===== src/verilog/sfs_pkg.sv =====
`default_nettype none
package sfs_pkg;
  // Register numbers on the register port (point-high registers are 8..15)
  localparam logic [3:0] REG_STATUS     = 4'h0;
  localparam logic [3:0] REG_SPECIAL    = 4'h1;
  localparam logic [3:0] REG_VECTOR     = 4'h2;
  localparam logic [3:0] REG_PENDING    = 4'h3;
  localparam logic [3:0] REG_ALIAS_FOUR = 4'h4;
  localparam logic [3:0] REG_ALIAS_FIVE = 4'h5;
  localparam logic [3:0] REG_COUNT_LOW  = 4'h6;
  localparam logic [3:0] REG_COUNT_HIGH = 4'h7;
  localparam logic [3:0] REG_SHADOW_9   = 4'h9;
  localparam logic [3:0] REG_LINE_CTRL  = 4'ha;
  localparam logic [3:0] REG_SHADOW_11  = 4'hb;
  localparam logic [3:0] REG_SHADOW_14  = 4'he;
  localparam logic [3:0] REG_FEATURE    = 4'hf;
  localparam logic [3:0] REG_RX_PARAM   = 4'h3;
  localparam logic [3:0] REG_FLAG_PAT   = 4'h7;

  // Field positions
  localparam int FEAT_ENH_BIT     = 0;
  localparam int FEAT_FIFO_BIT    = 2;
  localparam int ENH_EXT_RD_BIT   = 6;
  localparam int ENH_ZERO_BIT     = 7;
  localparam int CNTH_AVAIL_BIT   = 6;
  localparam int CNTH_OVF_BIT     = 7;
  localparam int EXTIE_FIFO_BIT   = 2;
  localparam int STAT_RES_LO      = 1;
  localparam int STAT_OVR_BIT     = 5;
  localparam int STAT_CRC_BIT     = 6;

  // Reset values
  localparam logic [7:0] FEATURE_RST  = 8'h00;
  localparam logic [7:0] ENH_RST      = 8'h00;
  localparam logic [7:0] FLAG_RST     = 8'h7e;
  localparam logic [7:0] WO_RST       = 8'h00;

  // Status FIFO shape
  localparam int COUNT_W    = 14;
  localparam int STAT_DEPTH = 10;
  localparam int ENTRY_W    = 19;

  typedef struct packed {
    logic [COUNT_W-1:0] count;
    logic               crc_err;
    logic               overrun;
    logic [2:0]         residue;
  } sfs_entry_type;

  typedef struct packed {
    logic       rd;
    logic       wr;
    logic [3:0] addr;
    logic [7:0] wdata;
  } sfs_reg_req_type;
endpackage
`default_nettype wire


===== src/verilog/sfs_frame_status.sv =====
// Contract
// - FIFO active only when enabled and SDLC
// - Pointers clear when disabled or reset
// - FIFO enable bit resets to zero
// - Disabled: alias reads mirror base status registers
// - Enabled, not empty: views read FIFO head, except status stays live after an empty count-high read
// - One pop per status read, guarded
// - Empty: no underflow, live status used
// - Count-high bit 6 shows data available
// - Entry stores residue, overrun, CRC only
// - Count-high read latches flag, steers mux
// - End of frame pushes status and count
// - Overflow flag clears by disable/re-enable
// - Fourteen-bit received byte counter
// - Counter runs only when enabled and SDLC
// - Flag clears counter after capture
// - Counter increments per data FIFO write
// - Enhancement bit redirects flag register writes
// - Extended read exposes write-only registers
// - Enabled map: count views, aliases, mirror
// - Entry is count plus five status
// - Ten entries held before overflow
`timescale 1ns/1ps
`default_nettype none

////////////////////////////////////////////////////////////////////////////////
module sfs_status_fifo #(
  parameter int WIDTH = 19,
  parameter int DEPTH = 10
) (
  // Clock and reset
  input  wire logic             clk_sys_in,
  input  wire logic             rstn_in,
  input  wire logic             clear_in,
  // Fill side
  input  wire logic             in_valid_in,
  output logic                  in_ready_out,
  input  wire logic [WIDTH-1:0] in_data_in,
  // Drain side
  output logic                  out_valid_out,
  input  wire logic             out_ready_in,
  output logic [WIDTH-1:0]      out_data_out
);
  localparam int AW = $clog2(DEPTH);
  localparam logic [AW-1:0] LAST = AW'(DEPTH - 1);

  logic [WIDTH-1:0] mem [DEPTH];
  logic [AW-1:0]    wr_ptr;
  logic [AW-1:0]    rd_ptr;
  logic [AW:0]      fill;
  logic             push;
  logic             pop;

  assign in_ready_out  = (fill != (AW+1)'(DEPTH));
  assign out_valid_out = (fill != '0);
  assign out_data_out  = mem[rd_ptr];
  assign push = in_valid_in && in_ready_out;
  assign pop  = out_ready_in && out_valid_out;

  function automatic logic [AW-1:0] wrap_inc(input logic [AW-1:0] p);
    return (p == LAST) ? '0 : p + AW'(1);
  endfunction

  always_ff @(posedge clk_sys_in) begin
    if (push) begin
      mem[wr_ptr] <= in_data_in;
    end
  end

  always_ff @(posedge clk_sys_in or negedge rstn_in) begin
    if (!rstn_in) begin
      wr_ptr <= '0;
      rd_ptr <= '0;
      fill   <= '0;
    end else if (clear_in) begin
      wr_ptr <= '0;
      rd_ptr <= '0;
      fill   <= '0;
    end else begin
      if (push) begin
        wr_ptr <= wrap_inc(wr_ptr);
      end
      if (pop) begin
        rd_ptr <= wrap_inc(rd_ptr);
      end
      if (push && !pop) begin
        fill <= fill + (AW+1)'(1);
      end else if (pop && !push) begin
        fill <= fill - (AW+1)'(1);
      end
    end
  end
endmodule

////////////////////////////////////////////////////////////////////////////////
module sfs_frame_status (
  // Clock and reset
  input  wire logic                  clk_sys_in,
  input  wire logic                  rstn_in,
  input  wire logic                  chan_reset_in,
  // Register port
  input  wire sfs_pkg::sfs_reg_req_type reg_req_in,
  output logic [7:0]                 reg_rdata_out,
  // Receiver events and mode
  input  wire logic                  sdlc_mode_in,
  input  wire logic                  rx_data_write_in,
  input  wire logic                  rx_flag_in,
  input  wire logic                  rx_eof_in,
  // Live status from the channel core
  input  wire logic [7:0]            tx_rx_status_in,
  input  wire logic [7:0]            rx_special_status_in,
  input  wire logic [7:0]            vector_in,
  input  wire logic [7:0]            pending_in,
  input  wire logic [7:0]            ext_int_enable_in,
  // Written configuration towards the channel
  output logic [7:0]                 feature_enable_out,
  output logic [7:0]                 enhancement_ctrl_out,
  output logic [7:0]                 flag_pattern_out,
  output logic [7:0]                 rx_param_out,
  output logic [7:0]                 line_ctrl_out,
  output logic                       fifo_enabled_out
);
  logic                  rst_meta;
  logic                  rst_n;
  logic [7:0]            feature_enable_reg;
  logic [7:0]            enhancement_ctrl_reg;
  logic [7:0]            flag_pattern_reg;
  logic [7:0]            rx_param_reg;
  logic [7:0]            line_ctrl_reg;
  logic [13:0]           byte_count;
  logic                  overflow;
  logic                  avail_latched;
  logic                  pop_armed;
  logic                  fifo_en;
  logic                  ext_read;
  logic                  in_ready;
  logic                  head_valid;
  logic                  pop;
  logic                  push;
  logic [18:0]           head_raw;
  sfs_pkg::sfs_entry_type head;
  sfs_pkg::sfs_entry_type new_entry;
  logic [7:0]            next_rdata;
  logic [7:0]            special_view;
  logic [7:0]            ext_view;

  ////////////////////////////////////////////////////////////////////////////
  // Reset release through two flops; assertion stays asynchronous
  always_ff @(posedge clk_sys_in or negedge rstn_in) begin
    if (!rstn_in) begin
      rst_meta <= 1'b0;
      rst_n    <= 1'b0;
    end else begin
      rst_meta <= 1'b1;
      rst_n    <= rst_meta;
    end
  end

  ////////////////////////////////////////////////////////////////////////////
  assign fifo_en  = feature_enable_reg[sfs_pkg::FEAT_FIFO_BIT] && sdlc_mode_in;
  assign ext_read = feature_enable_reg[sfs_pkg::FEAT_ENH_BIT]
                    && enhancement_ctrl_reg[sfs_pkg::ENH_EXT_RD_BIT];
  assign fifo_enabled_out = fifo_en;

  // Register writes
  always_ff @(posedge clk_sys_in or negedge rst_n) begin
    if (!rst_n) begin
      feature_enable_reg   <= sfs_pkg::FEATURE_RST;
      enhancement_ctrl_reg <= sfs_pkg::ENH_RST;
      flag_pattern_reg     <= sfs_pkg::FLAG_RST;
      rx_param_reg         <= sfs_pkg::WO_RST;
      line_ctrl_reg        <= sfs_pkg::WO_RST;
    end else if (reg_req_in.wr) begin
      case (reg_req_in.addr)
        sfs_pkg::REG_FEATURE: begin
          feature_enable_reg <= reg_req_in.wdata;
        end
        sfs_pkg::REG_FLAG_PAT: begin
          if (feature_enable_reg[sfs_pkg::FEAT_ENH_BIT]) begin
            enhancement_ctrl_reg <= reg_req_in.wdata;
            enhancement_ctrl_reg[sfs_pkg::ENH_ZERO_BIT] <= 1'b0;
          end else begin
            flag_pattern_reg <= reg_req_in.wdata;
          end
        end
        sfs_pkg::REG_RX_PARAM: begin
          rx_param_reg <= reg_req_in.wdata;
        end
        sfs_pkg::REG_LINE_CTRL: begin
          line_ctrl_reg <= reg_req_in.wdata;
        end
        default: begin
        end
      endcase
    end
  end

  assign feature_enable_out   = feature_enable_reg;
  assign enhancement_ctrl_out = enhancement_ctrl_reg;
  assign flag_pattern_out     = flag_pattern_reg;
  assign rx_param_out         = rx_param_reg;
  assign line_ctrl_out        = line_ctrl_reg;

  ////////////////////////////////////////////////////////////////////////////
  // Byte counter; flag clear lands on the same edge at which the push samples it
  always_ff @(posedge clk_sys_in or negedge rst_n) begin
    if (!rst_n) begin
      byte_count <= '0;
    end else if (!fifo_en) begin
      byte_count <= '0;
    end else if (rx_flag_in) begin
      byte_count <= '0;
    end else if (rx_data_write_in) begin
      byte_count <= byte_count + 14'h0001;
    end
  end

  ////////////////////////////////////////////////////////////////////////////
  // Status FIFO: only residue, overrun and CRC travel with the count
  always_comb begin
    new_entry.count   = byte_count;
    new_entry.crc_err = rx_special_status_in[sfs_pkg::STAT_CRC_BIT];
    new_entry.overrun = rx_special_status_in[sfs_pkg::STAT_OVR_BIT];
    new_entry.residue = rx_special_status_in[sfs_pkg::STAT_RES_LO +: 3];
  end

  assign push = fifo_en && rx_eof_in && !overflow;

  sfs_status_fifo #(
    .WIDTH (sfs_pkg::ENTRY_W),
    .DEPTH (sfs_pkg::STAT_DEPTH)
  ) u_fifo (
    .clk_sys_in    (clk_sys_in),
    .rstn_in       (rst_n),
    .clear_in      (!fifo_en || chan_reset_in),
    .in_valid_in   (push),
    .in_ready_out  (in_ready),
    .in_data_in    (new_entry),
    .out_valid_out (head_valid),
    .out_ready_in  (pop),
    .out_data_out  (head_raw)
  );
  assign head = sfs_pkg::sfs_entry_type'(head_raw);

  // Overflow freezes the queue; only a disable or a channel reset clears it
  always_ff @(posedge clk_sys_in or negedge rst_n) begin
    if (!rst_n) begin
      overflow <= 1'b0;
    end else if (!fifo_en || chan_reset_in) begin
      overflow <= 1'b0;
    end else if (fifo_en && rx_eof_in && !in_ready) begin
      overflow <= 1'b1;
    end
  end

  ////////////////////////////////////////////////////////////////////////////
  // Count-high read arms one pop; repeated status reads cannot drain more.
  // An empty count-high read keeps the next status read on the live path,
  // so a frame landing in between is not shown without its count.
  always_ff @(posedge clk_sys_in or negedge rst_n) begin
    if (!rst_n) begin
      avail_latched <= 1'b1;
      pop_armed     <= 1'b0;
    end else if (!fifo_en || chan_reset_in) begin
      avail_latched <= 1'b1;
      pop_armed     <= 1'b0;
    end else if (reg_req_in.rd && reg_req_in.addr == sfs_pkg::REG_COUNT_HIGH) begin
      avail_latched <= head_valid;
      pop_armed     <= head_valid;
    end else if (reg_req_in.rd && reg_req_in.addr == sfs_pkg::REG_SPECIAL) begin
      avail_latched <= 1'b1;
      pop_armed     <= 1'b0;
    end
  end

  assign pop = reg_req_in.rd && reg_req_in.addr == sfs_pkg::REG_SPECIAL
               && fifo_en && pop_armed && head_valid;

  // Status view: FIFO bits while data sits in it, unless a count-high read since the last status read found it empty; else live
  always_comb begin
    special_view = rx_special_status_in;
    if (fifo_en && head_valid && avail_latched) begin
      special_view[sfs_pkg::STAT_RES_LO +: 3] = head.residue;
      special_view[sfs_pkg::STAT_OVR_BIT]     = head.overrun;
      special_view[sfs_pkg::STAT_CRC_BIT]     = head.crc_err;
    end
  end

  always_comb begin
    ext_view = ext_int_enable_in;
    ext_view[sfs_pkg::EXTIE_FIFO_BIT] = fifo_en;
  end

  ////////////////////////////////////////////////////////////////////////////
  // Read decode
  always_comb begin
    next_rdata = 8'h00;
    case (reg_req_in.addr)
      sfs_pkg::REG_STATUS:  next_rdata = tx_rx_status_in;
      sfs_pkg::REG_SPECIAL: next_rdata = special_view;
      sfs_pkg::REG_VECTOR:  next_rdata = vector_in;
      sfs_pkg::REG_PENDING: next_rdata = pending_in;
      sfs_pkg::REG_ALIAS_FOUR: begin
        next_rdata = tx_rx_status_in;
      end
      sfs_pkg::REG_ALIAS_FIVE: begin
        next_rdata = special_view;
      end
      sfs_pkg::REG_COUNT_LOW: begin
        // Stale head bits when empty; software must check availability
        next_rdata = fifo_en ? head.count[7:0] : vector_in;
      end
      sfs_pkg::REG_COUNT_HIGH: begin
        if (fifo_en) begin
          next_rdata = {overflow, head_valid, head.count[13:8]};
        end else begin
          next_rdata = pending_in;
        end
      end
      sfs_pkg::REG_SHADOW_9: begin
        next_rdata = ext_read ? rx_param_reg : 8'h00;
      end
      sfs_pkg::REG_SHADOW_11: begin
        if (ext_read) begin
          next_rdata = line_ctrl_reg;
        end else if (fifo_en) begin
          next_rdata = ext_view;
        end
      end
      sfs_pkg::REG_SHADOW_14: begin
        next_rdata = ext_read ? enhancement_ctrl_reg : 8'h00;
      end
      sfs_pkg::REG_FEATURE: next_rdata = ext_view;
      default:              next_rdata = 8'h00;
    endcase
  end

  always_ff @(posedge clk_sys_in or negedge rst_n) begin
    if (!rst_n) begin
      reg_rdata_out <= 8'h00;
    end else if (reg_req_in.rd) begin
      reg_rdata_out <= next_rdata;
    end
  end
endmodule
`default_nettype wire


===== config.mk =====
export PLATFORM = sky130hd
export DESIGN_NAME = sfs_frame_status
export DESIGN_NICKNAME = d
export VERILOG_FILES = /design/src/verilog/sfs_pkg.sv /design/src/verilog/sfs_frame_status.sv
export SDC_FILE = /design/constraint.sdc
export NUM_CORES = 1
export LEC_CHECK = 0
export ABC_CLOCK_PERIOD_IN_PS = 2700
export BUFFER_PORTS_ARGS = -buffer_cell sky130_fd_sc_hd__buf_2
export CAP_MARGIN = 20
export CORE_MARGIN = 3
export CORE_UTILIZATION = 57
export DETAILED_ROUTE_END_ITERATION = 10
export PLACE_DENSITY_LB_ADDON = 0.15
export SETUP_SLACK_MARGIN = 0.5
export SLEW_MARGIN = 20
export SYNTH_ARGS = -nofsm -noshare
export SYNTH_HDL_FRONTEND = slang
export SYNTH_SLANG_ARGS = --single-unit

===== constraint.sdc =====
create_clock -name clk_sys_in -period 2.7 [get_ports clk_sys_in]
set_input_delay 0.27 -clock clk_sys_in [delete_from_list [all_inputs] [get_ports clk_sys_in]]
set_output_delay 0.27 -clock clk_sys_in [all_outputs]
set_load 0.02 [all_outputs]

==> impl_metrics.ini, run 1 <==
[yosys]
synth_top_area_cell = edfxtp_1
synth-seq-cells = 269
syn_inst = 748
synth.distinct_cells = 74
ys_async_sr_fraction = 0.294
synth_area_sq_mm = 0.0117
synth_top_area_share = 0.489
ys_top_cells_by_area = edfxtp_1 (49%), dfrtp_1 (15%), mux2_2 (5.6%)
ys.flop_type = edfxtp_1
syn_nets = 818
yosysSeqAreaShare = 0.659
ys_warn_count = 0
synth_edf_count = 190
avgSynthCellArea_sq_um = 15.6

[placed_design]
dp.cells = 1121
portBuffers = 107
postPlaceCellArea_sq_mm = 0.0128
gp_congestion = 0.900
dpl.hpwl_microns = 18700
pre_cts_ws_ns = -0.0778

[floorplanning]
core_area_sq_mm = 0.0198
die_w_microns = 149
row_count = 51
die-area_sq_mm = 0.0222
io_pins = 110
initial_core_util = 0.590
dieHeight_microns = 149

[route]
vias_per_cell = 6.25
ant_nets = 0
dr.pass1.iters = 5
first_iter_violations = 510
vias = 7473
routedWlPerCell_microns = 24.0
drcViolationCount = 0
wirelength_microns = 28700

[global_routing]
gr-usage-all-layers = 0.254
grt_pass1_wl_microns = 43100
overflow = 0
grt_pass1_vias = 7403
antenna_found_initial = 0
grt_start_max_net_pins = 54

[clocking]
cts_tree = built
numCtsBuffers = 28
cts_root_buf = clkbuf_16
clkSinkCount = 269
insertion_delay_ns = 0.53
clock_path_buffers = 3
path_clk_slew_ns = 0.06
htreeDepth = 1

[pwr]
power.static_leakage_nw = 5.25
pwr-share-seq = 0.497
total_power_mw = 9.51
combPwrFrac = 0.103
power.density_mw_per_mm2 = 675
clock_power_share = 0.400
irDropWorstVdd_v = 0.000615
netSwitchingFraction = 0.236
switchingPower_mw = 2.25
p_int_mw = 7.27

[cells_and_area]
layout.nets = 978
area_growth_pct = 20.7
final_common_cell = edfxtp_1
fillCellCount = 1257
multi_input_area_sq_mm = 0.00400
diodes = 0
layout_common_cells = edfxtp_1 (190), buf_2 (107), dfrtp_1 (68)
final_cells = 1195
regArea_sq_mm = 0.00770
post-route-util = 0.712
design_area_sq_mm = 0.0141
drive_gt1_frac = 0.388

[worst_setup_path]
cp-start-kind = flop
critPathCaptureType = flop
required_ns = 3.15
crit_type = reg2reg
cp_max_fo = 3
worst_ep_arrival_time_ns = 3.24

[sta]
skew_ns = 0.00822
drv_slew = 0
finalSetupViolCount = 1
fin_crit_sh = 1.03
whs_ns = 0.0187
fmax_mhz = 359
timing.setup.tns_ns = -0.0888
finalCriticalPeriod_ns = 2.79
slew_headroom = 0.499
final_hold_viol_count = 0
rsz0062_at_grt = yes
max_slew.worst_pin.slew_ns = 0.751
setup_slack_ns = -0.0888

[outcome]
status = complete, but fails checks
violations = setup timing

[worst_hold_path]
hold_path.class = in2reg

[run]
max-cap-violations = 0
[layout make-up]
cell class	count	area share
tap	265	0.0235
clock inverter	13	0.00835
timing repair buffer	169	0.0764
sequential	269	0.547
inverter	12	0.00355
clock buffer	39	0.0576
multi-input combinational	428	0.284
[synthesized netlist by cell type, drive strengths merged, types with 5 or more instances]
cell type,number
edfxtp,190
dfrtp,72
mux2,58
nor2,47
mux4,36
nand2,36
mux2i,26
a21oi,25
buf,21
o21ai,19
clkbuf,18
nor3,14
inv,11
nor2b,11
a221oi,10
xor2,10
a22oi,8
ha,8
nand4,8
o221ai,8
xnor2,8
and3,7
dfstp,7
nand3,7
or3,7
and2,6
nand2b,6
nor4,5
o2111ai,5
[per-layer routing]
metal / up-vias / track usage / share of wire
li1: 3272 / - / -
met1: 3777 / 0.365 / 0.41
met2: 365 / 0.422 / 0.49
met3: 59 / 0.0331 / 0.075
met4: 0 / 0.0590 / 0.022
met5: - / 0 / 0
[state kept, by name (all words and copies together) (netlist names), 4 cells and up]
name / count
flag_pattern_out: 8
line_ctrl_out: 8
u_fifo.mem: 190
feature_enable_out: 8
byte_count: 14
enhancement_ctrl_out: 7
u_fifo.fill: 5
rx_param_out: 8
u_fifo.rd_ptr: 4
u_fifo.wr_ptr: 4
reg_rdata_out: 8
[power by group through the flow]
stage	combinational (mW)	sequential, mW	clock [mW]
2_1_floorplan	0.369	4.98	0
3_3_place_gp	0.905	4.80	0
3_5_place_dp	0.929	4.81	0
4_1_cts	0.950	4.73	3.85
5_1_grt	1.04	4.75	4.04
6_report	0.978	4.73	3.81
[logic make-up (layout without fill, tap and decap cells)]
family,count (synthesis),count (layout),synth area share
flops,269,269,0.659
simple gates,165,165,0.0750
fa+ha+maj,9,9,0.0103
buf+inv,51,233,0.0214
xor+xnor,18,18,0.0135
compound gates,114,114,0.0696
mux,120,120,0.150
other cells,2,2,0.000644
[path summary, 6_finish.rpt]
check	start	end	slack [ns]	depth (start not counted)
max in group asynchronous	rst_n$_DFF_PN0_	flag_pattern_out[3]$_DFFE_PN1P_	1.54	1
worst max register to register	u_fifo.fill[4]$_DFFE_PN0P_	u_fifo.fill[4]$_DFFE_PN0P_	-0.09	11
min in group asynchronous	rstn_in	rst_meta$_DFF_PN0_	0.06	2
worst min-delay path	reg_req_in[7]	feature_enable_out[7]$_DFFE_PN0P_	0.02	2
worst max-delay path	u_fifo.fill[4]$_DFFE_PN0P_	u_fifo.fill[4]$_DFFE_PN0P_	-0.09	11
worst min register to register	rst_meta$_DFF_PN0_	rst_n$_DFF_PN0_	0.35	0
[critical path: stages, from the launching register on]
cell and delay (ns):
dfrtp_1 0.39, or3_4 0.39, or3_4 0.35, nand4_4 0.09
ha_4 0.16, inv_6 0.04, fa_2 0.36, a21o_1 0.20
a21oi_2 0.15, xnor2_1 0.10, or3_1 0.34, a21oi_1 0.13
[what timing repair did]
action / CTS / global route
buffers inserted: 7 / 12
hold buffers: 1 / 0
gates cloned: 0 / 2
hold endpoints to repair: 2 / 0
setup endpoints to repair: 31 / 107
pin swaps: 6 / 14
gates resized for setup: 8 / 40
Power figures use the tool's default switching activity.
==> inputs of run 2 (changes only) <==
--- a/config.mk
+++ b/config.mk
@@ -8,8 +8,10 @@
 export ABC_CLOCK_PERIOD_IN_PS = 2700
 export BUFFER_PORTS_ARGS = -buffer_cell sky130_fd_sc_hd__buf_2
 export CAP_MARGIN = 20
+export CELL_PAD_IN_SITES_DETAIL_PLACEMENT = 1
+export CELL_PAD_IN_SITES_GLOBAL_PLACEMENT = 1
 export CORE_MARGIN = 3
-export CORE_UTILIZATION = 57
+export CORE_UTILIZATION = 50
 export DETAILED_ROUTE_END_ITERATION = 10
 export PLACE_DENSITY_LB_ADDON = 0.15
 export SETUP_SLACK_MARGIN = 0.5
==> run 2 against run 1 <==
Critical endpoint unchanged. Setup slack worse by 0.091 ns. Largest power group unchanged. Die area up 13%. Critical path type unchanged. Critical path depth unchanged. The flow still finishes with violations (setup timing).
==> impl_metrics.ini, run 2 (synthesis gave the netlist of run 1 again) <==
[outcome]
status = complete, but fails checks
violations = setup timing

[floorplanning]
dieHeight_microns = 159
row_count = 55
io_pins = 110
initial_core_util = 0.512
die_w_microns = 159
die-area_sq_mm = 0.0252
core_area_sq_mm = 0.0228

[sta]
slew_headroom = 0.411
finalCriticalPeriod_ns = 2.88
final_hold_viol_count = 0
drv_slew = 0
max_slew.worst_pin.slew_ns = 0.882
setup_slack_ns = -0.179
finalSetupViolCount = 1
fmax_mhz = 347
fin_crit_sh = 1.07
skew_ns = 0.00869
rsz0062_at_grt = yes
whs_ns = 0.0323

[pwr]
irDropWorstVdd_v = 0.000508
power.static_leakage_nw = 5.30
total_power_mw = 9.38
power.density_mw_per_mm2 = 656

[run]
max-cap-violations = 0

[worst_setup_path]
required_ns = 3.15
cp_max_fo = 3
path_cells = or3_4 > or3_4 > nand4_4 > ha_4 > inv_6 > fa_2 > a21o_1 > a21oi_2 > xnor2_1 > or3_1 > a21oi_2
crit_cells = 11
critPathCaptureType = flop
r2r-end = u_fifo.fill[4]$_DFFE_PN0P_
path_delay_family = simple AND/OR/NAND/NOR gates
r2r_start = u_fifo.fill[4]$_DFFE_PN0P_
worst_ep_arrival_time_ns = 3.33
crit_start = u_fifo.fill[4]$_DFFE_PN0P_
r2r_setup_slack_ns = -0.18
crit_slowest_cell = dfrtp_1
worst_path_largest_cell_delay_ns = 0.40
worst-path-buf-inv = 1
reg2reg_depth = 11
cp-endpoint = u_fifo.fill[4]$_DFFE_PN0P_
crit_type = reg2reg
cp-start-kind = flop

[cells_and_area]
regMostFlops = u_fifo.mem
layout.nets = 992
area_growth_pct = 22.5
fillCellCount = 2103
diodes = 0
final_common_cell = edfxtp_1
final_cells = 1253
regArea_sq_mm = 0.00770
multi_input_area_sq_mm = 0.00400
drive_gt1_frac = 0.398
largest_register_ffs = 190
layout_common_cells = edfxtp_1 (190), buf_2 (107), dfrtp_1 (67)
reg_top3 = u_fifo.mem (190), byte_count (14)

[clocking]
path_clk_slew_ns = 0.06
insertion_delay_ns = 0.53
clkSinkCount = 269
cts_root_buf = clkbuf_16
htreeDepth = 1
clock_path_buffers = 3
numCtsBuffers = 27
cts_tree = built

[route]
routedWlPerCell_microns = 26.4
ant_nets = 0
first_iter_violations = 705
vias_per_cell = 6.04
wirelength_microns = 33000
dr.pass1.iters = 7
vias = 7570
drcViolationCount = 0

[placed_design]
portBuffers = 107
gp_congestion = 0.843
dpl.hpwl_microns = 21100
dp.cells = 1171

[global_routing]
gr-usage-all-layers = 0.254
grt_start_max_net_pins = 77
use_met3 = 0.0407
grt_pass1_wl_microns = 49300
grt.met2_usage = 0.438
overflow = 0
use_met1 = 0.344
grt_pass1_vias = 8064
antenna_found_initial = 0
grt_most_used_layer = met2

[worst_hold_path]
hold_path.class = in2reg
## run 2: what timing repair did
| item | CTS | global route |
|---|---|---|
| pin swaps | 6 | 18 |
| gates cloned | 1 | 2 |
| setup buffers | 4 | 26 |
| endpoints found under the hold margin | 2 | 0 |
| hold buffers | 1 | 0 |
| setup endpoints to repair | 58 | 125 |
| resized for setup | 22 | 50 |
## run 2: per-stage QoR
step	setup WS [ns]	utilization	setup TNS (ns)	instance area, sq um
after detailed placement	-0.127	0.564	-0.127	12900
after global placement	-0.00921	0.564	-0.00921	12900
after floorplan	-0.00546	-	-0.00546	11800
after global routing	-0.262	0.628	-0.315	14300
final	-0.179	0.628	-0.179	14300
after CTS	-0.102	0.609	-0.102	13900
## run 2: cell type report
| type | instances | area share |
|---|---|---|
| clock buffer | 32 | 0.0486 |
| inverter | 12 | 0.00350 |
| timing repair buffer | 184 | 0.0914 |
| tap | 313 | 0.0274 |
| sequential | 269 | 0.539 |
| multi-input combinational | 428 | 0.280 |
| clock inverter | 15 | 0.0107 |
## run 2: power breakdown
| group | internal [mW] | switching [mW] | leakage (nW) |
|---|---|---|---|
| Clock | 2.11 | 1.53 | 0.403 |
| Sequential | 4.59 | 0.140 | 2.77 |
| Combinational | 0.405 | 0.608 | 2.12 |
## run 2: metal layers
| layer | part of all wire | vias to the layer above |
|---|---|---|
| met1 | 0.40 | 3961 |
| met4 | 0.020 | 0 |
| met5 | 0 | - |
| met3 | 0.067 | 45 |
| met2 | 0.51 | 284 |
| li1 | - | 3280 |
## run 2: worst min-delay path by stage
stage,startpoint,end,slack [ns],cells past startpoint
after CTS,reg_req_in[3],flag_pattern_out[3]$_DFFE_PN1P_,0.01,2
after floorplan,rstn_in,rst_meta$_DFF_PN0_,-0.03,0
after global placement,rstn_in,rst_meta$_DFF_PN0_,0.06,1
after global routing,rstn_in,rst_n$_DFF_PN0_,0.04,2
after detailed placement,rstn_in,rst_meta$_DFF_PN0_,0.06,1
final,reg_req_in[7],line_ctrl_out[7]$_DFFE_PN0P_,0.03,2
==> inputs of run 3 (changes only) <==
--- a/config.mk
+++ b/config.mk
@@ -5,13 +5,13 @@
 export SDC_FILE = /design/constraint.sdc
 export NUM_CORES = 1
 export LEC_CHECK = 0
-export ABC_CLOCK_PERIOD_IN_PS = 2700
+export ABC_CLOCK_PERIOD_IN_PS = 2300
 export BUFFER_PORTS_ARGS = -buffer_cell sky130_fd_sc_hd__buf_2
 export CAP_MARGIN = 20
 export CELL_PAD_IN_SITES_DETAIL_PLACEMENT = 1
 export CELL_PAD_IN_SITES_GLOBAL_PLACEMENT = 1
 export CORE_MARGIN = 3
-export CORE_UTILIZATION = 50
+export CORE_UTILIZATION = 45
 export DETAILED_ROUTE_END_ITERATION = 10
 export PLACE_DENSITY_LB_ADDON = 0.15
 export SETUP_SLACK_MARGIN = 0.5
==> constraint.sdc (replaced) <==
create_clock -name clk_sys_in -period 2.3 [get_ports clk_sys_in]
set_input_delay 0.23 -clock clk_sys_in [delete_from_list [all_inputs] [get_ports clk_sys_in]]
set_output_delay 0.23 -clock clk_sys_in [all_outputs]
set_load 0.02 [all_outputs]
==> run 3 against run 2 <==
The run still ends with setup timing left. Clock power grew 28%. Sequential power grew 17%. Power grew 23%. Maximum frequency grew 3.5%. Critical endpoint unchanged. First-iteration DRC count grew 12%. Count of clock-buffer cells in the layout grew 12. Via count grew 5.4%. Critical path depth is the same. Die area grew 11%.
==> impl_metrics.ini, run 3 (synthesis gave the netlist of run 1 again) <==
[outcome]
status = complete, but fails checks
violations = setup timing

[cells_and_area]
reg_top3 = u_fifo.mem (190), byte_count (14)
largest_register_ffs = 190
layout_common_cells = edfxtp_1 (190), buf_2 (107), buf_4 (69)
regArea_sq_mm = 0.00771
final_common_cell = edfxtp_1
regMostFlops = u_fifo.mem
area_growth_pct = 33.6
layout.nets = 1065
design_area_sq_mm = 0.0156
diodes = 0
multi_input_area_sq_mm = 0.00418
drive_gt1_frac = 0.456
post-route-util = 0.616
fillCellCount = 2339

[pwr]
power.density_mw_per_mm2 = 742
clock_power_share = 0.404
pwr-share-seq = 0.480
total_power_mw = 11.6
combPwrFrac = 0.116
p_int_mw = 8.65
power.static_leakage_nw = 5.69
switchingPower_mw = 2.91
netSwitchingFraction = 0.252
irDropWorstVdd_v = 0.000639

[sta]
finalCriticalPeriod_ns = 2.78
finalSetupViolCount = 180
timing.setup.tns_ns = -19.19
setup_slack_ns = -0.483
final_hold_viol_count = 0
rsz0062_at_grt = yes
slew_headroom = 0.447
fin_crit_sh = 1.21
fmax_mhz = 359
drv_slew = 0
max_slew.worst_pin.slew_ns = 0.828
skew_ns = 0.0141

[clocking]
htreeDepth = 1
insertion_delay_ns = 0.57
clock_path_buffers = 3
cts_tree = built
numCtsBuffers = 30
cts_root_buf = clkbuf_16
path_clk_slew_ns = 0.06
clkSinkCount = 269

[route]
ant_nets = 0
vias = 7978
wirelength_microns = 37300
dr.pass1.iters = 7
vias_per_cell = 5.91
first_iter_violations = 791
routedWlPerCell_microns = 27.7
drcViolationCount = 0

[floorplanning]
initial_core_util = 0.461
dieHeight_microns = 167
die-area_sq_mm = 0.0279
io_pins = 110
row_count = 58
die_w_microns = 167
core_area_sq_mm = 0.0253

[global_routing]
use_met1 = 0.349
grt_pass1_wl_microns = 55100
overflow = 0
gr-usage-all-layers = 0.261
grt_most_used_layer = met2
grt_pass1_vias = 8609
use_met3 = 0.0430
grt.met2_usage = 0.447
antenna_found_initial = 0
grt_start_max_net_pins = 50

[worst_setup_path]
cp-start-kind = flop
required_ns = 2.77
crit_type = reg2reg
worst_ep_arrival_time_ns = 3.26
cp_max_fo = 3
critPathCaptureType = flop

[placed_design]
portBuffers = 107
postPlaceCellArea_sq_mm = 0.0133
gp_congestion = 0.873
pre_cts_ws_ns = -0.471
dpl.hpwl_microns = 22300

[worst_hold_path]
hold_path.class = in2reg

[run]
max-cap-violations = 0
-- run 3: changes by cell type in the layout (fill, tap and decap cells not counted), moves of 6 or more --
cell and change:
buf_6 +21, dlygate4sd3_1 +13, dfrtp_1 -6, buf_4 +15
buf_16 +9, buf_12 +16
-- run 3: layer usage --
layer,wire length [microns],share of wire,vias up
li1,-,-,3431
met1,15300,0.41,4242
met2,19100,0.51,245
met3,1970,0.053,60
met4,871,0.023,0
met5,0,0,-
-- run 3: timing repair --
item	CTS	global route
gates cloned	11	0
pin swaps	26	29
hold buffers	14	0
endpoints found under the setup margin	210	216
endpoints found under the hold margin	70	0
setup buffers	30	24
resized for setup	69	41
-- run 3: final timing paths --
kind / to / depth (start not counted) / slack [ns] / start
max: u_fifo.fill[4]$_DFFE_PN0P_ / 11 / -0.48 / u_fifo.fill[0]$_DFFE_PN0P_
min: u_fifo.mem[4][3]$_DFFE_PP_ / 1 / 0.007 / rx_special_status_in[5]
max reg2reg: u_fifo.fill[4]$_DFFE_PN0P_ / 11 / -0.48 / u_fifo.fill[0]$_DFFE_PN0P_
min reg2reg: rst_n$_DFF_PN0_ / 0 / 0.35 / rst_meta$_DFF_PN0_
max in group asynchronous: flag_pattern_out[1]$_DFFE_PN1P_ / 1 / 1.22 / rst_n$_DFF_PN0_
min in group asynchronous: u_fifo.fill[2]$_DFFE_PN0P_ / 0 / 0.38 / rst_n$_DFF_PN0_
-- run 3: stage by stage --
stage,std cells,hold WS [ns]
after CTS,1325,0.00128
after global placement,1214,0.0156
final,1349,0.00709
after global routing,1349,0.00545
after floorplan,748,-0.0656
after detailed placement,1214,0.0177
-- run 3: power groups by stage --
stage | Combinational [mW] | Clock, mW | Sequential (mW)
floorplan | 0.452 | 0 | 5.84
CTS | 1.30 | 4.73 | 5.55
detailed placement | 1.20 | 0 | 5.64
global route | 1.42 | 5.00 | 5.58
global placement | 1.16 | 0 | 5.62
finish | 1.34 | 4.67 | 5.55
-- run 3: cell type report --
type / count / share of cell area
Timing Repair Buffer: 254 / 0.146
Multi-Input combinational cell: 428 / 0.268
Sequential cell: 269 / 0.494
Clock inverter: 12 / 0.00738
Inverter: 12 / 0.00321
Clock buffer: 44 / 0.0547
Tap cell: 330 / 0.0265
-- run 3: critical path, cell delays in order (launching register included) --
cell	delay, ns
dfrtp_1	0.41
or3_4	0.40
or3_4	0.36
nand4_4	0.09
ha_4	0.16
inv_4	0.04
fa_2	0.33
a21o_1	0.18
a21oi_2	0.14
xnor2_1	0.10
or3_1	0.35
a21oi_2	0.14
